File: config.mk
export PLATFORM = sky130hd
export DESIGN_NAME = space_engine
export DESIGN_NICKNAME = d
export VERILOG_FILES = /design/src/space_pkg.sv /design/src/item_counter.sv /design/src/axil_port.sv /design/src/space_engine.sv
export SDC_FILE = /design/constraint.sdc
export NUM_CORES = 1
export LEC_CHECK = 0
export CORE_MARGIN = 5
export CORE_UTILIZATION = 55
export DETAILED_ROUTE_END_ITERATION = 7
export DONT_BUFFER_PORTS = 1
export MAX_ROUTING_LAYER = met4
export PLACE_DENSITY = 0.73
export SYNTH_ARGS = -nofsm -noshare
export SYNTH_HDL_FRONTEND = slang
export SYNTH_HIERARCHICAL = 1
export SYNTH_SLANG_ARGS = --single-unit
File: constraint.sdc
create_clock -name aclk -period 3.7 [get_ports aclk]
set_clock_uncertainty 0.2 [all_clocks]
set_input_delay 0.185 -clock aclk [delete_from_list [all_inputs] [get_ports aclk]]
set_output_delay 0.185 -clock aclk [all_outputs]
set_load 0.02 [all_outputs]
File: src/space_pkg.sv
package space_pkg;
  // ==========================================================
  // register map
  localparam int ADDR_W = 8;
  localparam logic [7:0] REG_CDB0 = 8'h00;
  localparam logic [7:0] REG_CDB1 = 8'h04;
  localparam logic [7:0] REG_CTRL = 8'h08;
  localparam logic [7:0] REG_STAT = 8'h0C;
  localparam logic [7:0] REG_INFO = 8'h10;
  localparam logic [1:0] RESP_OKAY = 2'h0;
  localparam logic [1:0] RESP_SLVERR = 2'h2;
  // control and status bit positions
  localparam int CTRL_START = 0;
  localparam int CTRL_DIRSUP = 1;
  localparam int CTRL_NATIVE = 2;
  localparam int CTRL_AFTER_WR = 3;
  localparam int CTRL_DISC = 4;
  localparam int SB_DONE = 1;
  localparam int CDB_DETECT_BIT = 15;
  // ==========================================================
  // command encodings
  localparam logic [7:0] OPC_SPACE = 8'h11;
  localparam logic [2:0] CODE_BLOCKS = 3'h0;
  localparam logic [2:0] CODE_FMARKS = 3'h1;
  localparam logic [2:0] CODE_TO_END = 3'h3;
  localparam logic [3:0] SK_NONE = 4'h0;
  localparam logic [3:0] SK_MEDIUM = 4'h3;
  localparam logic [3:0] SK_HW = 4'h4;
  localparam logic [3:0] SK_ILLEGAL = 4'h5;
  localparam logic [3:0] SK_BLANK = 4'h8;
  // ==========================================================
  // timing
  localparam int CLK_HZ = 10_000_000;
  localparam int FLUSH_MAX_S = 12;
  localparam int FLUSH_CYCLES = FLUSH_MAX_S * CLK_HZ;
  typedef enum logic [1:0] {
    ST_IDLE = 2'b00,
    ST_DECODE = 2'b01,
    ST_FLUSH = 2'b10,
    ST_MOVE = 2'b11
  } eng_state_e;
  // ==========================================================
  // helpers
  function automatic logic [23:0] neg24(input logic [23:0] v);
    neg24 = 24'(~v + 24'h000001);
  endfunction
  function automatic logic [31:0] merge32(input logic [31:0] old, input logic [31:0] nw,
                                          input logic [3:0] strb);
    for (int i = 0; i < 4; i++) begin
      merge32[i*8 +: 8] = strb[i] ? nw[i*8 +: 8] : old[i*8 +: 8];
    end
  endfunction
endpackage

File: src/item_counter.sv
`timescale 1ns/10ps
// items still to pass; the last flag fires on the item that empties it
module item_counter (
  input logic aclk,
  input logic aresetn,
  input logic load,
  input logic [23:0] load_value,
  input logic dec,
  output logic [23:0] remaining,
  output logic last
);
  logic [23:0] remaining_q;
  assign remaining = remaining_q;
  assign last = dec && (remaining_q == 24'h000001);
  // ==========================================================
  // down counter, saturating at zero
  always_ff @(posedge aclk) begin
    if (!aresetn) begin
      remaining_q <= 24'h000000;
    end else if (load) begin
      remaining_q <= load_value;
    end else if (dec && remaining_q != 24'h000000) begin
      remaining_q <= 24'(remaining_q - 24'h000001);
    end
  end
endmodule

File: src/axil_port.sv
`timescale 1ns/10ps
// axi4-lite slave shell; address and data may arrive in either order
module axil_port (
  input logic aclk,
  input logic aresetn,
  input logic [space_pkg::ADDR_W-1:0] awaddr,
  input logic awvalid,
  output logic awready,
  input logic [31:0] wdata,
  input logic [3:0] wstrb,
  input logic wvalid,
  output logic wready,
  output logic [1:0] bresp,
  output logic bvalid,
  input logic bready,
  input logic [space_pkg::ADDR_W-1:0] araddr,
  input logic arvalid,
  output logic arready,
  output logic [31:0] rdata,
  output logic [1:0] rresp,
  output logic rvalid,
  input logic rready,
  output logic wr_en,
  output logic [space_pkg::ADDR_W-1:0] wr_addr,
  output logic [31:0] wr_data,
  output logic [3:0] wr_strb,
  input logic wr_ok,
  output logic [space_pkg::ADDR_W-1:0] rd_addr,
  input logic [31:0] rd_data,
  input logic rd_ok
);
  import space_pkg::*;
  logic aw_have_q, w_have_q, bvalid_q, rvalid_q;
  logic [1:0] bresp_q, rresp_q;
  logic [31:0] rdata_q;
  // ==========================================================
  // handshake decode
  assign awready = !aw_have_q && !bvalid_q;
  assign wready = !w_have_q && !bvalid_q;
  assign wr_en = aw_have_q && w_have_q && !bvalid_q;
  assign arready = !rvalid_q;
  assign rd_addr = araddr;
  assign bvalid = bvalid_q;
  assign bresp = bresp_q;
  assign rvalid = rvalid_q;
  assign rresp = rresp_q;
  assign rdata = rdata_q;
  // write side: hold both halves, commit once, then answer
  always_ff @(posedge aclk) begin
    if (!aresetn) begin
      aw_have_q <= 1'b0;
      w_have_q <= 1'b0;
      bvalid_q <= 1'b0;
      bresp_q <= RESP_OKAY;
      wr_addr <= '0;
      wr_data <= 32'h00000000;
      wr_strb <= 4'h0;
    end else begin
      if (awvalid && awready) begin
        aw_have_q <= 1'b1;
        wr_addr <= awaddr;
      end
      if (wvalid && wready) begin
        w_have_q <= 1'b1;
        wr_data <= wdata;
        wr_strb <= wstrb;
      end
      if (wr_en) begin
        aw_have_q <= 1'b0;
        w_have_q <= 1'b0;
        bvalid_q <= 1'b1;
        bresp_q <= wr_ok ? RESP_OKAY : RESP_SLVERR;
      end else if (bvalid_q && bready) begin
        bvalid_q <= 1'b0;
      end
    end
  end
  // read side: data captured with the address, one cycle later
  always_ff @(posedge aclk) begin
    if (!aresetn) begin
      rvalid_q <= 1'b0;
      rresp_q <= RESP_OKAY;
      rdata_q <= 32'h00000000;
    end else if (arvalid && arready) begin
      rvalid_q <= 1'b1;
      rdata_q <= rd_ok ? rd_data : 32'h00000000;
      rresp_q <= rd_ok ? RESP_OKAY : RESP_SLVERR;
    end else if (rvalid_q && rready) begin
      rvalid_q <= 1'b0;
    end
  end
endmodule

File: src/space_engine.sv
// Implementation choices: the register offsets and the AXI4-Lite slave port.
`timescale 1ns/10ps
// space command engine: software loads the command block, the engine
// drives a positioning service and reports status and sense
module space_engine #(
  parameter int FLUSH_LIMIT = space_pkg::FLUSH_CYCLES
) (
  input logic aclk,
  input logic aresetn,
  input logic [space_pkg::ADDR_W-1:0] s_axi_awaddr,
  input logic s_axi_awvalid,
  output logic s_axi_awready,
  input logic [31:0] s_axi_wdata,
  input logic [3:0] s_axi_wstrb,
  input logic s_axi_wvalid,
  output logic s_axi_wready,
  output logic [1:0] s_axi_bresp,
  output logic s_axi_bvalid,
  input logic s_axi_bready,
  input logic [space_pkg::ADDR_W-1:0] s_axi_araddr,
  input logic s_axi_arvalid,
  output logic s_axi_arready,
  output logic [31:0] s_axi_rdata,
  output logic [1:0] s_axi_rresp,
  output logic s_axi_rvalid,
  input logic s_axi_rready,
  output logic flush_req,
  input logic flush_done,
  input logic flush_fail,
  output logic move_req,
  output logic move_reverse,
  output logic [2:0] move_kind,
  output logic move_fast,
  output logic park_at_start,
  output logic bus_release,
  input logic item_pulse,
  input logic item_is_fm,
  input logic item_fixed,
  input logic end_of_data_mark,
  input logic physical_tape_end,
  input logic physical_tape_start,
  input logic media_fault,
  input logic hw_fault,
  input logic [23:0] unreadable_blocks
);
  import space_pkg::*;
  eng_state_e state_q, state_d;
  logic [31:0] cdb0_q;
  logic [15:0] cdb1_q;
  logic dirsup_q, native_q, after_wr_q, disc_q;
  logic done_q, check_q, valid_q, fm_q, fixed_q;
  logic end_of_medium_flag_q, physical_tape_end_q, logical_tape_start_q;
  logic [3:0] key_q;
  logic [23:0] info_q;
  logic [2:0] code_q;
  logic rev_q, always_detect_end_flag_q, fm_passed_q, mark_skipped_q, fast_q, park_q;
  logic [26:0] flush_cnt_q;
  logic wr_en, wr_ok, rd_ok;
  logic [ADDR_W-1:0] wr_addr, rd_addr;
  logic [31:0] wr_data, rd_data;
  logic [3:0] wr_strb;
  logic [23:0] remaining;
  logic cnt_last;

  // ==========================================================
  // bus slave
  axil_port u_port (
    .aclk(aclk),
    .aresetn(aresetn),
    .awaddr(s_axi_awaddr),
    .awvalid(s_axi_awvalid),
    .awready(s_axi_awready),
    .wdata(s_axi_wdata),
    .wstrb(s_axi_wstrb),
    .wvalid(s_axi_wvalid),
    .wready(s_axi_wready),
    .bresp(s_axi_bresp),
    .bvalid(s_axi_bvalid),
    .bready(s_axi_bready),
    .araddr(s_axi_araddr),
    .arvalid(s_axi_arvalid),
    .arready(s_axi_arready),
    .rdata(s_axi_rdata),
    .rresp(s_axi_rresp),
    .rvalid(s_axi_rvalid),
    .rready(s_axi_rready),
    .wr_en(wr_en),
    .wr_addr(wr_addr),
    .wr_data(wr_data),
    .wr_strb(wr_strb),
    .wr_ok(wr_ok),
    .rd_addr(rd_addr),
    .rd_data(rd_data),
    .rd_ok(rd_ok)
  );

  // address decode; unmapped offsets answer with slverr
  wire wr_cdb0 = wr_en && wr_addr == REG_CDB0;
  wire wr_cdb1 = wr_en && wr_addr == REG_CDB1;
  wire wr_ctrl = wr_en && wr_addr == REG_CTRL && wr_strb[0];
  wire wr_stat = wr_en && wr_addr == REG_STAT && wr_strb[0];
  wire busy = state_q != ST_IDLE;
  assign wr_ok = wr_addr inside {REG_CDB0, REG_CDB1, REG_CTRL, REG_STAT, REG_INFO};
  assign rd_ok = rd_addr inside {REG_CDB0, REG_CDB1, REG_CTRL, REG_STAT, REG_INFO};
  wire [31:0] stat_word = {18'h00000, fixed_q, logical_tape_start_q, physical_tape_end_q,
                           end_of_medium_flag_q, fm_q, valid_q, key_q,
                           1'b0, check_q, done_q, busy};
  wire [31:0] ctrl_word = {27'h0000000, disc_q, after_wr_q, native_q, dirsup_q, 1'b0};
  assign rd_data = rd_addr == REG_CDB0 ? cdb0_q :
                   rd_addr == REG_CDB1 ? {16'h0000, cdb1_q} :
                   rd_addr == REG_CTRL ? ctrl_word :
                   rd_addr == REG_STAT ? stat_word :
                   rd_addr == REG_INFO ? {{8{info_q[23]}}, info_q} : 32'h00000000;

  // ==========================================================
  // command block fields
  wire [7:0] opc_w = cdb0_q[7:0];
  wire [2:0] code_w = cdb0_q[10:8];
  wire [23:0] count_w = {cdb0_q[23:16], cdb0_q[31:24], cdb1_q[7:0]};
  wire count_neg = count_w[23];
  wire count_zero = count_w == 24'h000000;
  wire [23:0] magnitude = count_neg ? neg24(count_w) : count_w;
  wire start = wr_ctrl && wr_data[CTRL_START] && !busy;
  // forward covers end-of-data search too
  wire fwd_w = code_q == CODE_TO_END || !rev_q && !count_zero;
  wire code_ok = code_q inside {CODE_BLOCKS, CODE_FMARKS, CODE_TO_END};
  wire illegal = opc_w != OPC_SPACE || !code_ok ||
                 (code_q == CODE_TO_END && !native_q) || (after_wr_q && fwd_w);
  wire zero_noop = code_q != CODE_TO_END && count_zero;
  wire need_flush = rev_q && after_wr_q;
  wire flush_timeout = flush_cnt_q == 27'(FLUSH_LIMIT - 1);
  // early mark skipped only with directory firmware and flag clear
  wire mark_skip = dirsup_q && !always_detect_end_flag_q &&
                   !fm_passed_q && !mark_skipped_q;
  // filemarks count for op 001, blocks for op 000, whatever block size
  wire item_cnt = item_pulse && (code_q == CODE_FMARKS ? item_is_fm : !item_is_fm);
  wire fm_stop = item_pulse && item_is_fm && code_q == CODE_BLOCKS;
  wire [23:0] residue = rev_q ? neg24(remaining) : remaining;

  item_counter u_count (
    .aclk(aclk),
    .aresetn(aresetn),
    .load(start),
    .load_value(magnitude),
    .dec(item_cnt && state_q == ST_MOVE),
    .remaining(remaining),
    .last(cnt_last)
  );

  // ==========================================================
  // ending of a command and its sense
  logic fin, f_check, f_valid, f_fm, f_medium_end, f_tape_end, f_tape_start, f_park;
  logic [3:0] f_key;
  logic [23:0] f_info;
  always_comb begin
    fin = 1'b0;
    f_check = 1'b1;
    f_key = SK_NONE;
    f_valid = 1'b0;
    f_fm = 1'b0;
    f_medium_end = 1'b0;
    f_tape_end = 1'b0;
    f_tape_start = 1'b0;
    f_park = 1'b0;
    f_info = 24'h000000;
    case (state_q)
      ST_DECODE: begin
        if (illegal) begin
          fin = 1'b1;
          f_key = SK_ILLEGAL;
        end else if (zero_noop) begin
          fin = 1'b1;
          f_check = 1'b0;
        end
      end
      ST_FLUSH: begin
        if (flush_fail || flush_timeout) begin
          fin = 1'b1;
          f_key = SK_MEDIUM;
        end
      end
      ST_MOVE: begin
        if (hw_fault || media_fault) begin
          // bad block is not counted, so residue still includes it
          fin = 1'b1;
          f_key = hw_fault ? SK_HW : SK_MEDIUM;
          f_valid = 1'b1;
          f_info = residue;
          if (!hw_fault && rev_q && unreadable_blocks != 24'h000000) begin
            f_info = neg24(unreadable_blocks);
          end
        end else if (physical_tape_end) begin
          fin = 1'b1;
          f_key = SK_MEDIUM;
          f_medium_end = 1'b1;
          f_tape_end = 1'b1;
          f_valid = 1'b1;
          f_info = code_q == CODE_TO_END ? 24'h000000 : residue;
        end else if (physical_tape_start) begin
          fin = 1'b1;
          f_medium_end = 1'b1;
          f_tape_start = 1'b1;
          f_valid = 1'b1;
          f_park = 1'b1;
          f_info = residue;
        end else if (end_of_data_mark && !mark_skip) begin
          fin = 1'b1;
          if (code_q != CODE_TO_END) begin
            f_key = SK_BLANK;
            f_valid = 1'b1;
            f_info = residue;
          end else begin
            f_check = 1'b0;
          end
        end else if (fm_stop) begin
          fin = 1'b1;
          f_fm = 1'b1;
          f_valid = 1'b1;
          f_info = residue;
        end else if (cnt_last && code_q != CODE_TO_END) begin
          fin = 1'b1;
          f_check = 1'b0;
        end
      end
      default: fin = 1'b0;
    endcase
  end

  // sequencing
  always_comb begin
    state_d = state_q;
    case (state_q)
      ST_IDLE: if (start) state_d = ST_DECODE;
      ST_DECODE: state_d = fin ? ST_IDLE : need_flush ? ST_FLUSH : ST_MOVE;
      ST_FLUSH: state_d = fin ? ST_IDLE : flush_done ? ST_MOVE : ST_FLUSH;
      ST_MOVE: if (fin) state_d = ST_IDLE;
      default: state_d = ST_IDLE;
    endcase
  end

  // ==========================================================
  // outputs toward the transport
  assign flush_req = state_q == ST_FLUSH;
  assign move_req = state_q == ST_MOVE;
  assign move_reverse = rev_q;
  assign move_kind = code_q;
  assign move_fast = fast_q;
  assign park_at_start = park_q;
  // bus may be let go only while the tape is busy
  assign bus_release = disc_q && (state_q == ST_MOVE || state_q == ST_FLUSH);

  // state and per-command latches
  always_ff @(posedge aclk) begin
    if (!aresetn) begin
      state_q <= ST_IDLE;
      code_q <= CODE_BLOCKS;
      rev_q <= 1'b0;
      always_detect_end_flag_q <= 1'b0;
    end else begin
      state_q <= state_d;
      if (start) begin
        code_q <= code_w;
        rev_q <= count_neg && code_w != CODE_TO_END;
        always_detect_end_flag_q <= cdb1_q[CDB_DETECT_BIT];
      end
    end
  end

  // search bookkeeping for directory tapes
  always_ff @(posedge aclk) begin
    if (!aresetn || start) begin
      fm_passed_q <= 1'b0;
      mark_skipped_q <= 1'b0;
      fast_q <= 1'b0;
    end else if (state_q == ST_MOVE) begin
      if (item_pulse && item_is_fm) begin
        fm_passed_q <= 1'b1;
        fast_q <= 1'b0;
      end else if (end_of_data_mark && mark_skip) begin
        mark_skipped_q <= 1'b1;
        fast_q <= 1'b1;
      end
      if (fin) begin
        fast_q <= 1'b0;
      end
    end
  end

  // flush watchdog; a flush that overruns is taken as failed
  always_ff @(posedge aclk) begin
    if (!aresetn || state_q != ST_FLUSH) begin
      flush_cnt_q <= 27'h0000000;
    end else begin
      flush_cnt_q <= 27'(flush_cnt_q + 27'h0000001);
    end
  end

  // ==========================================================
  // second command word merged at full width, then cut to its 16 bits
  wire [31:0] cdb1_merged = merge32({16'h0000, cdb1_q}, wr_data, wr_strb);
  // software registers; command block frozen while busy
  always_ff @(posedge aclk) begin
    if (!aresetn) begin
      cdb0_q <= 32'h00000000;
      cdb1_q <= 16'h0000;
      dirsup_q <= 1'b0;
      native_q <= 1'b0;
      disc_q <= 1'b0;
    end else begin
      if (wr_cdb0 && !busy) cdb0_q <= merge32(cdb0_q, wr_data, wr_strb);
      if (wr_cdb1 && !busy) cdb1_q <= cdb1_merged[15:0];
      if (wr_ctrl) begin
        dirsup_q <= wr_data[CTRL_DIRSUP];
        native_q <= wr_data[CTRL_NATIVE];
        disc_q <= wr_data[CTRL_DISC];
      end
    end
  end

  // pending-write flag: software sets, a good flush clears, set wins
  always_ff @(posedge aclk) begin
    if (!aresetn) begin
      after_wr_q <= 1'b0;
    end else if (wr_ctrl) begin
      after_wr_q <= wr_data[CTRL_AFTER_WR];
    end else if (state_q == ST_FLUSH && flush_done && !fin) begin
      after_wr_q <= 1'b0;
    end
  end

  // completion status and sense; a new finish beats a done clear
  always_ff @(posedge aclk) begin
    if (!aresetn) begin
      done_q <= 1'b0;
      check_q <= 1'b0;
      key_q <= SK_NONE;
      valid_q <= 1'b0;
      fm_q <= 1'b0;
      end_of_medium_flag_q <= 1'b0;
      physical_tape_end_q <= 1'b0;
      logical_tape_start_q <= 1'b0;
      info_q <= 24'h000000;
      park_q <= 1'b0;
    end else begin
      park_q <= fin && f_park;
      if (fin) begin
        done_q <= 1'b1;
        check_q <= f_check;
        key_q <= f_key;
        valid_q <= f_valid;
        fm_q <= f_fm;
        end_of_medium_flag_q <= f_medium_end;
        physical_tape_end_q <= f_tape_end;
        logical_tape_start_q <= f_tape_start;
        info_q <= f_info;
      end else if (wr_stat && wr_data[SB_DONE]) begin
        done_q <= 1'b0;
      end
    end
  end

  // block type last seen on tape
  always_ff @(posedge aclk) begin
    if (!aresetn) begin
      fixed_q <= 1'b0;
    end else if (state_q == ST_MOVE && item_pulse && !item_is_fm) begin
      fixed_q <= item_fixed;
    end
  end
endmodule

==> flow_summary.json, run 1 <==
{
  "dieArea_um2": 25000,
  "synth.largest_area_cell": "dfxtp_1",
  "drv_slew": 0,
  "synth-edff-count": 0,
  "synthTopCellsByArea": "dfxtp_1 39%, nand2_1 7.4%, nand3_1 5.6%, a21boi_0 4.9%, o21ai_0 3.6%",
  "clock_sinks": 232,
  "grt-ovfl-total": 0,
  "critPathMaxFanout": 21,
  "fin_nets": 1712,
  "viasPerCell": 6.13,
  "grt_pass1_wl_mm": 62.0,
  "htree_num_levels": 1,
  "synth_area_um2": 12000,
  "clk_path_buf_depth": 3,
  "arrival_ns": 3.88,
  "track_usage": 0.324,
  "drc_errors": 0,
  "firstDrtPassIters": 6,
  "setup_viol": 0,
  "setup_slack_ns": 0.115,
  "final_hold_viol_count": 0,
  "clock-root-buffer": "clkbuf_16",
  "clk-insertion-delay-late_ns": 0.55,
  "hold_class": "in -> reg",
  "crit_required_ns": 3.99,
  "final.period_utilization": 0.969,
  "wl_per_cell_um": 21.2,
  "synth_cell_types": 89,
  "path_clk_slew_ns": 0.06,
  "yosysMostFrequentCell": "nand2_1",
  "coreArea_um2": 21700,
  "regArea_um2": 4640,
  "antenna_found_initial": 0,
  "synth.avg_cell_area_um2": 8.23,
  "end_kind": "flop",
  "grt_pass1_vias": 11200,
  "drt_iter0_drc": 1375,
  "place.gp.congestion": 0.991,
  "post_dp_cell_area_um2": 12300,
  "grt_setup_unrepaired": "false",
  "critPathLaunchType": "flop",
  "maxSlewHeadroom": 0.171,
  "die_h_um": 158,
  "drive_gt1_frac": 0.0774,
  "n_fill_cell": 1722,
  "port_buffers": 0,
  "yosys_warnings": 6,
  "min_period_ns": 3.58,
  "wirelength_mm": 40.6,
  "worst_pin_slew_ns": 1.24,
  "multi_input_area_um2": 6830,
  "dp_hpwl_mm": 26.4,
  "synth_seq_cells": 232,
  "power_density_nw_per_um2": 359,
  "seq_area_frac_synth": 0.386,
  "max_freq_mhz": 279,
  "synth_top_area_share": 0.386,
  "cts_tree": "yes",
  "detail-route-antenna-nets": 0,
  "drv_cap": 0,
  "place_ws_ns": 0.180,
  "synth_ff_type": "dfxtp_1",
  "grt_max_degree": 177,
  "leakagePower_nw": 5.53,
  "yosys-top-cells-count": "237 x nand2_1, 232 x dfxtp_1, 135 x nand3_1",
  "initial_core_util": 0.555,
  "status": "completed",
  "syn_to_final_growth_pct": 23.2,
  "stdcell_area_um2": 14800,
  "worstSetupPathType": "reg -> reg",
  "setup_tns_ns": 0,
  "num_io_pins": 143,
  "cts_buffers": 25,
  "synthCells": 1464,
  "die_width_um": 158,
  "peakVddDrop_v": 0.000351,
  "final_core_util": 0.684,
  "async_reset_ff_frac": 0,
  "fp-row-count": 54,
  "vias": 11700
}
stage by stage:
step	hold slack, ns	cells	power, mW
finish	0.0216	1910	5.33
global route	0.0214	1908	5.50
CTS	0.00190	1908	5.33
detailed placement	0.0997	1693	2.81
global placement	0.103	1693	2.80
floorplan	0.0742	1465	2.82
report_power, final:
group	switching, mW	total (mW)	leakage, nW	internal [mW]
logic	0.181	0.375	3.27	0.194
clock network	1.03	2.37	0.387	1.34
registers	0.0451	2.58	1.88	2.54
total	1.25	5.33	5.53	4.08
cells in the final DEF, fill, tap and decap left out, drive strengths merged, types with 12 or more instances in the layout:
cell / Yosys / final
a21boi: 81 / 81
a21oi: 16 / 16
a22o: 13 / 13
and3: 12 / 12
buf: 37 / 52
clkbuf: 66 / 35
dfxtp: 232 / 232
dlygate4sd3: 0 / 171
inv: 26 / 27
mux2i: 27 / 27
nand2: 237 / 237
nand3: 135 / 135
nand4: 13 / 13
nor2: 57 / 57
nor2b: 35 / 35
nor3: 34 / 34
nor4: 23 / 23
o21ai: 94 / 94
o31ai: 13 / 13
or3: 18 / 18
or4: 20 / 20
xnor2: 47 / 47
xor2: 47 / 47
flip-flops by register name (all words and copies together), names as in the netlist, 2 cells and up:
| signal | cells |
|---|---|
| cdb0_q | 32 |
| u_port/rdata | 32 |
| u_port/wr_data | 32 |
| flush_cnt_q | 27 |
| info_q | 24 |
| u_count/remaining | 24 |
| cdb1_q | 16 |
| u_port/wr_addr | 8 |
| key_q | 4 |
| u_port/wr_strb | 4 |
| move_kind | 3 |
| state_q | 2 |
final cells by class:
class,instances,share of cell area
antenna,2,0.000337
clock buffer,35,0.0481
clock inverter,8,0.00371
inverter,27,0.00683
multi-input combinational,1103,0.460
sequential,232,0.313
tap,280,0.0236
timing repair buffer,223,0.144
metal layers:
layer | track usage | part of all wire
met1 | 0.409 | 0.41
met2 | 0.511 | 0.46
met3 | 0.0487 | 0.076
met4 | 0.154 | 0.052
met5 | - | 0
worst max-delay path: stages, from the launching register on:
cell     delay [ns]
dfxtp_1        0.37
or4_4          0.59
or4_4          0.46
o41a_1         0.45
nor4_4         0.83
and2_4         0.44
a22o_1         0.19
what timing repair did:
| action | in CTS | in global routing |
|---|---|---|
| setup buffers | 0 | 0 |
| hold buffers | 172 | 0 |
| setup endpoints to repair | 0 | 17 |
| endpoints found under the hold margin | 206 | 0 |
| resized for setup | 0 | 2 |
final timing paths:
check	from	to	slack (ns)	depth (start not counted)
setup / recovery	cdb0_q[16]	info_q[19]	0.12	6
hold / removal	s_axi_araddr[3]	u_port/rdata[2]	0.02	5
setup reg to reg	cdb0_q[16]	info_q[19]	0.12	6
hold reg to reg	check_q	check_q	0.25	2
cells by family (layout without fill, tap and decap cells):
family                   after synthesis  count (layout)  synth area share
flip-flops                           232             232             0.386
XOR/XNOR                              94              94            0.0683
AND/OR/NAND/NOR                      641             641             0.270
buffers and inverters                130             293            0.0503
other                                  1               4          0.000311
AO/OA/AOI/OAI                        329             329             0.193
adder cells (fa/ha/maj)                7               7           0.00727
multiplexers                          30              30            0.0252
(Power assumes the default switching activity.)
==> run 2, diff against run 1 <==
Settings changed: ABC_AREA from default to 1.
==> flow_summary.json, run 2 <==
{
  "synth_seq_cells": 232,
  "r2r-end": "key_q[2]",
  "place.gp.congestion": 1.02,
  "synthSimpleGateAreaFrac": 0.371,
  "regToRegStartpoint": "move_kind[0]",
  "place_ws_ns": 0.518,
  "critPathLaunchType": "flop",
  "p_int_mw": 4.22,
  "fin_nets": 2371,
  "synth_xor_area_frac": 0.0340,
  "hold_class": "in -> reg",
  "layout_common_cells": "542 x nand2_1, 329 x nor2_1, 261 x inv_1",
  "drt_iter0_drc": 1237,
  "synthTopCellsByArea": "dfxtp_1 34%, nand2_1 15%, nor2_1 9.1%, inv_1 7.2%, nand3_1 7.0%",
  "clock_sinks": 232,
  "grt_max_degree": 93,
  "grt_pass1_vias": 13400,
  "seq_area_frac_synth": 0.341,
  "fp-row-count": 57,
  "firstDrtPassIters": 7,
  "setup.worst_path.end": "key_q[2]",
  "yosysMostFrequentCell": "nand2_1",
  "die_width_um": 167,
  "synth.largest_area_cell": "dfxtp_1",
  "vias": 14600,
  "placed_cells": 2409,
  "clockPowerShare": 0.425,
  "clk-insertion-delay-late_ns": 0.52,
  "comb_power_share": 0.104,
  "max_freq_mhz": 290,
  "detail-route-antenna-nets": 0,
  "maxSlewHeadroom": 0.164,
  "async_reset_ff_frac": 0,
  "initial_core_util": 0.559,
  "drive_gt1_frac": 0.0486,
  "cts_tree": "yes",
  "final.period_utilization": 0.931,
  "leakagePower_nw": 7.11,
  "synth_cell_types": 54,
  "syn_to_final_growth_pct": 17.8,
  "reg2regPathDepth": 16,
  "grt_pass1_wl_mm": 69.2,
  "power_density_nw_per_um2": 353,
  "wl_per_cell_um": 16.7,
  "post_cts.repair.setup_buffers": 0,
  "grt_setup_unrepaired": "false",
  "synth.avg_cell_area_um2": 6.29,
  "viasPerCell": 5.60,
  "synthCells": 2168,
  "status": "completed",
  "critPathMaxFanout": 8,
  "switching_share": 0.255,
  "power_frac_seq": 0.471,
  "dieArea_um2": 28000,
  "stdcell_area_um2": 16100,
  "final_common_cell": "nand2_1",
  "yosys_warnings": 6,
  "synthAdderAreaFrac": 0.00642,
  "worstSetupPathType": "reg -> reg",
  "whs_ns": 0.0186,
  "synth_mux_area_frac": 0.000734,
  "synth_compound_area_frac": 0.135,
  "crit_path_start": "move_kind[0]",
  "worst_pin_slew_ns": 1.25,
  "grt-ovfl-total": 0,
  "antenna_found_initial": 1,
  "track_usage": 0.304,
  "clk_path_buf_depth": 3,
  "final_hold_viol_count": 0,
  "clock-root-buffer": "clkbuf_16",
  "coreArea_um2": 24400,
  "port_buffers": 0,
  "dp_hpwl_mm": 29.9,
  "setup_viol": 0,
  "die_h_um": 167,
  "min_period_ns": 3.45,
  "drv_slew": 0,
  "arrival_ns": 3.65,
  "drv_cap": 0,
  "peakVddDrop_v": 0.000393,
  "synth_top_area_share": 0.341,
  "path_clk_slew_ns": 0.06,
  "num_io_pins": 143,
  "p_switching_mw": 1.45,
  "drc_errors": 0,
  "htree_num_levels": 1,
  "crit_required_ns": 3.90,
  "yosys-top-cells-count": "542 x nand2_1, 329 x nor2_1, 262 x inv_1",
  "setup_slack_ns": 0.254,
  "r2r_slack_ns": 0.25,
  "finalNonFillerCells": 2611,
  "synth_ff_type": "dfxtp_1",
  "synth-edff-count": 0,
  "end_kind": "flop",
  "wirelength_mm": 43.6,
  "synth_area_um2": 13600,
  "holdPathStages": 7,
  "synth_top_family_by_area": "simple AND/OR/NAND/NOR gates",
  "setup_tns_ns": 0,
  "post_dp_cell_area_um2": 13600,
  "cts_buffers": 25
}
run 2: cell count changes after synthesis, sizes merged, moves of 26 or more:
| cell | delta |
|---|---|
| nand3 | +61 |
| nor2 | +288 |
| buf | +30 |
| a21oi | +140 |
| mux2i | -26 |
| xnor2 | -37 |
| inv | +244 |
| nand4 | +26 |
| nand2 | +311 |
| a21boi | -81 |
| clkbuf | -36 |
| nor2b | -35 |
run 2: layout make-up:
class	count	area (um2)
Inverter	272	1030
Clock inverter	6	36.3
Sequential cell	232	4640
Clock buffer	36	747
Multi-Input combinational cell	1568	7470
Fill cell	2228	8330
Timing Repair Buffer	172	1720
Antenna cell	1	2.50
Tap cell	324	405
run 2: critical path, cell delays in order, from the launching register on:
cell and delay (ns):
dfxtp_1 0.51, nand3_1 0.14, xor2_1 0.16, nor3_1 0.22
buf_4 0.23, nand2_1 0.08, nor4_2 0.31, nand2_1 0.18
nand3_1 0.11, nor2_1 0.04, nor2_1 0.22, a21oi_4 0.07
nand2_4 0.12, nand3_1 0.09, nand2_1 0.06, nor2_1 0.04
dlygate4sd3_1 0.55
run 2: logic make-up after synthesis:
group                    count (synthesis)
multiplexers                             1
AND/OR/NAND/NOR                       1182
other                                    1
XOR/XNOR                                53
AO/OA/AOI/OAI                          323
buffers and inverters                  369
flip-flops                             232
adder cells (fa/ha/maj)                  7
run 2: repair_timing:
action                                  4_1_cts  5_1_grt
endpoints found under the hold margin       161        0
hold buffers                                159        0
resized for setup                             0        1
endpoints found under the setup margin        0        2
run 2: worst min path at each step:
stage                               start                     to
finish               unreadable_blocks[4]             info_q[13]
global route         unreadable_blocks[4]              info_q[4]
CTS                 unreadable_blocks[16]             info_q[16]
detailed placement                aresetn  u_count/remaining[20]
global placement                  aresetn  u_count/remaining[20]
floorplan               physical_tape_end    physical_tape_end_q
run 2: layer usage:
metal	track usage	share of wire	wire length, um	vias to the layer above
li1	-	-	-	7164
met1	0.379	0.41	17800	6793
met2	0.513	0.48	21000	559
met3	0.0321	0.068	2960	110
met4	0.110	0.042	1850	0
met5	-	0	0	-
run 2: power by group through the flow:
stage	Clock (mW)	Combinational, mW	Sequential [mW]
2_1_floorplan	0	0.339	2.70
3_3_place_gp	0	0.360	2.72
5_1_grt	2.55	0.649	2.68
6_report	2.41	0.589	2.67
3_5_place_dp	0	0.369	2.72
4_1_cts	2.43	0.562	2.67
run 2: through the flow:
step / util / total power [mW]
6_report: 0.659 / 5.67
5_1_grt: 0.659 / 5.88
4_1_cts: 0.658 / 5.66
3_5_place_dp: 0.559 / 3.09
3_3_place_gp: 0.559 / 3.08
2_1_floorplan: - / 3.04
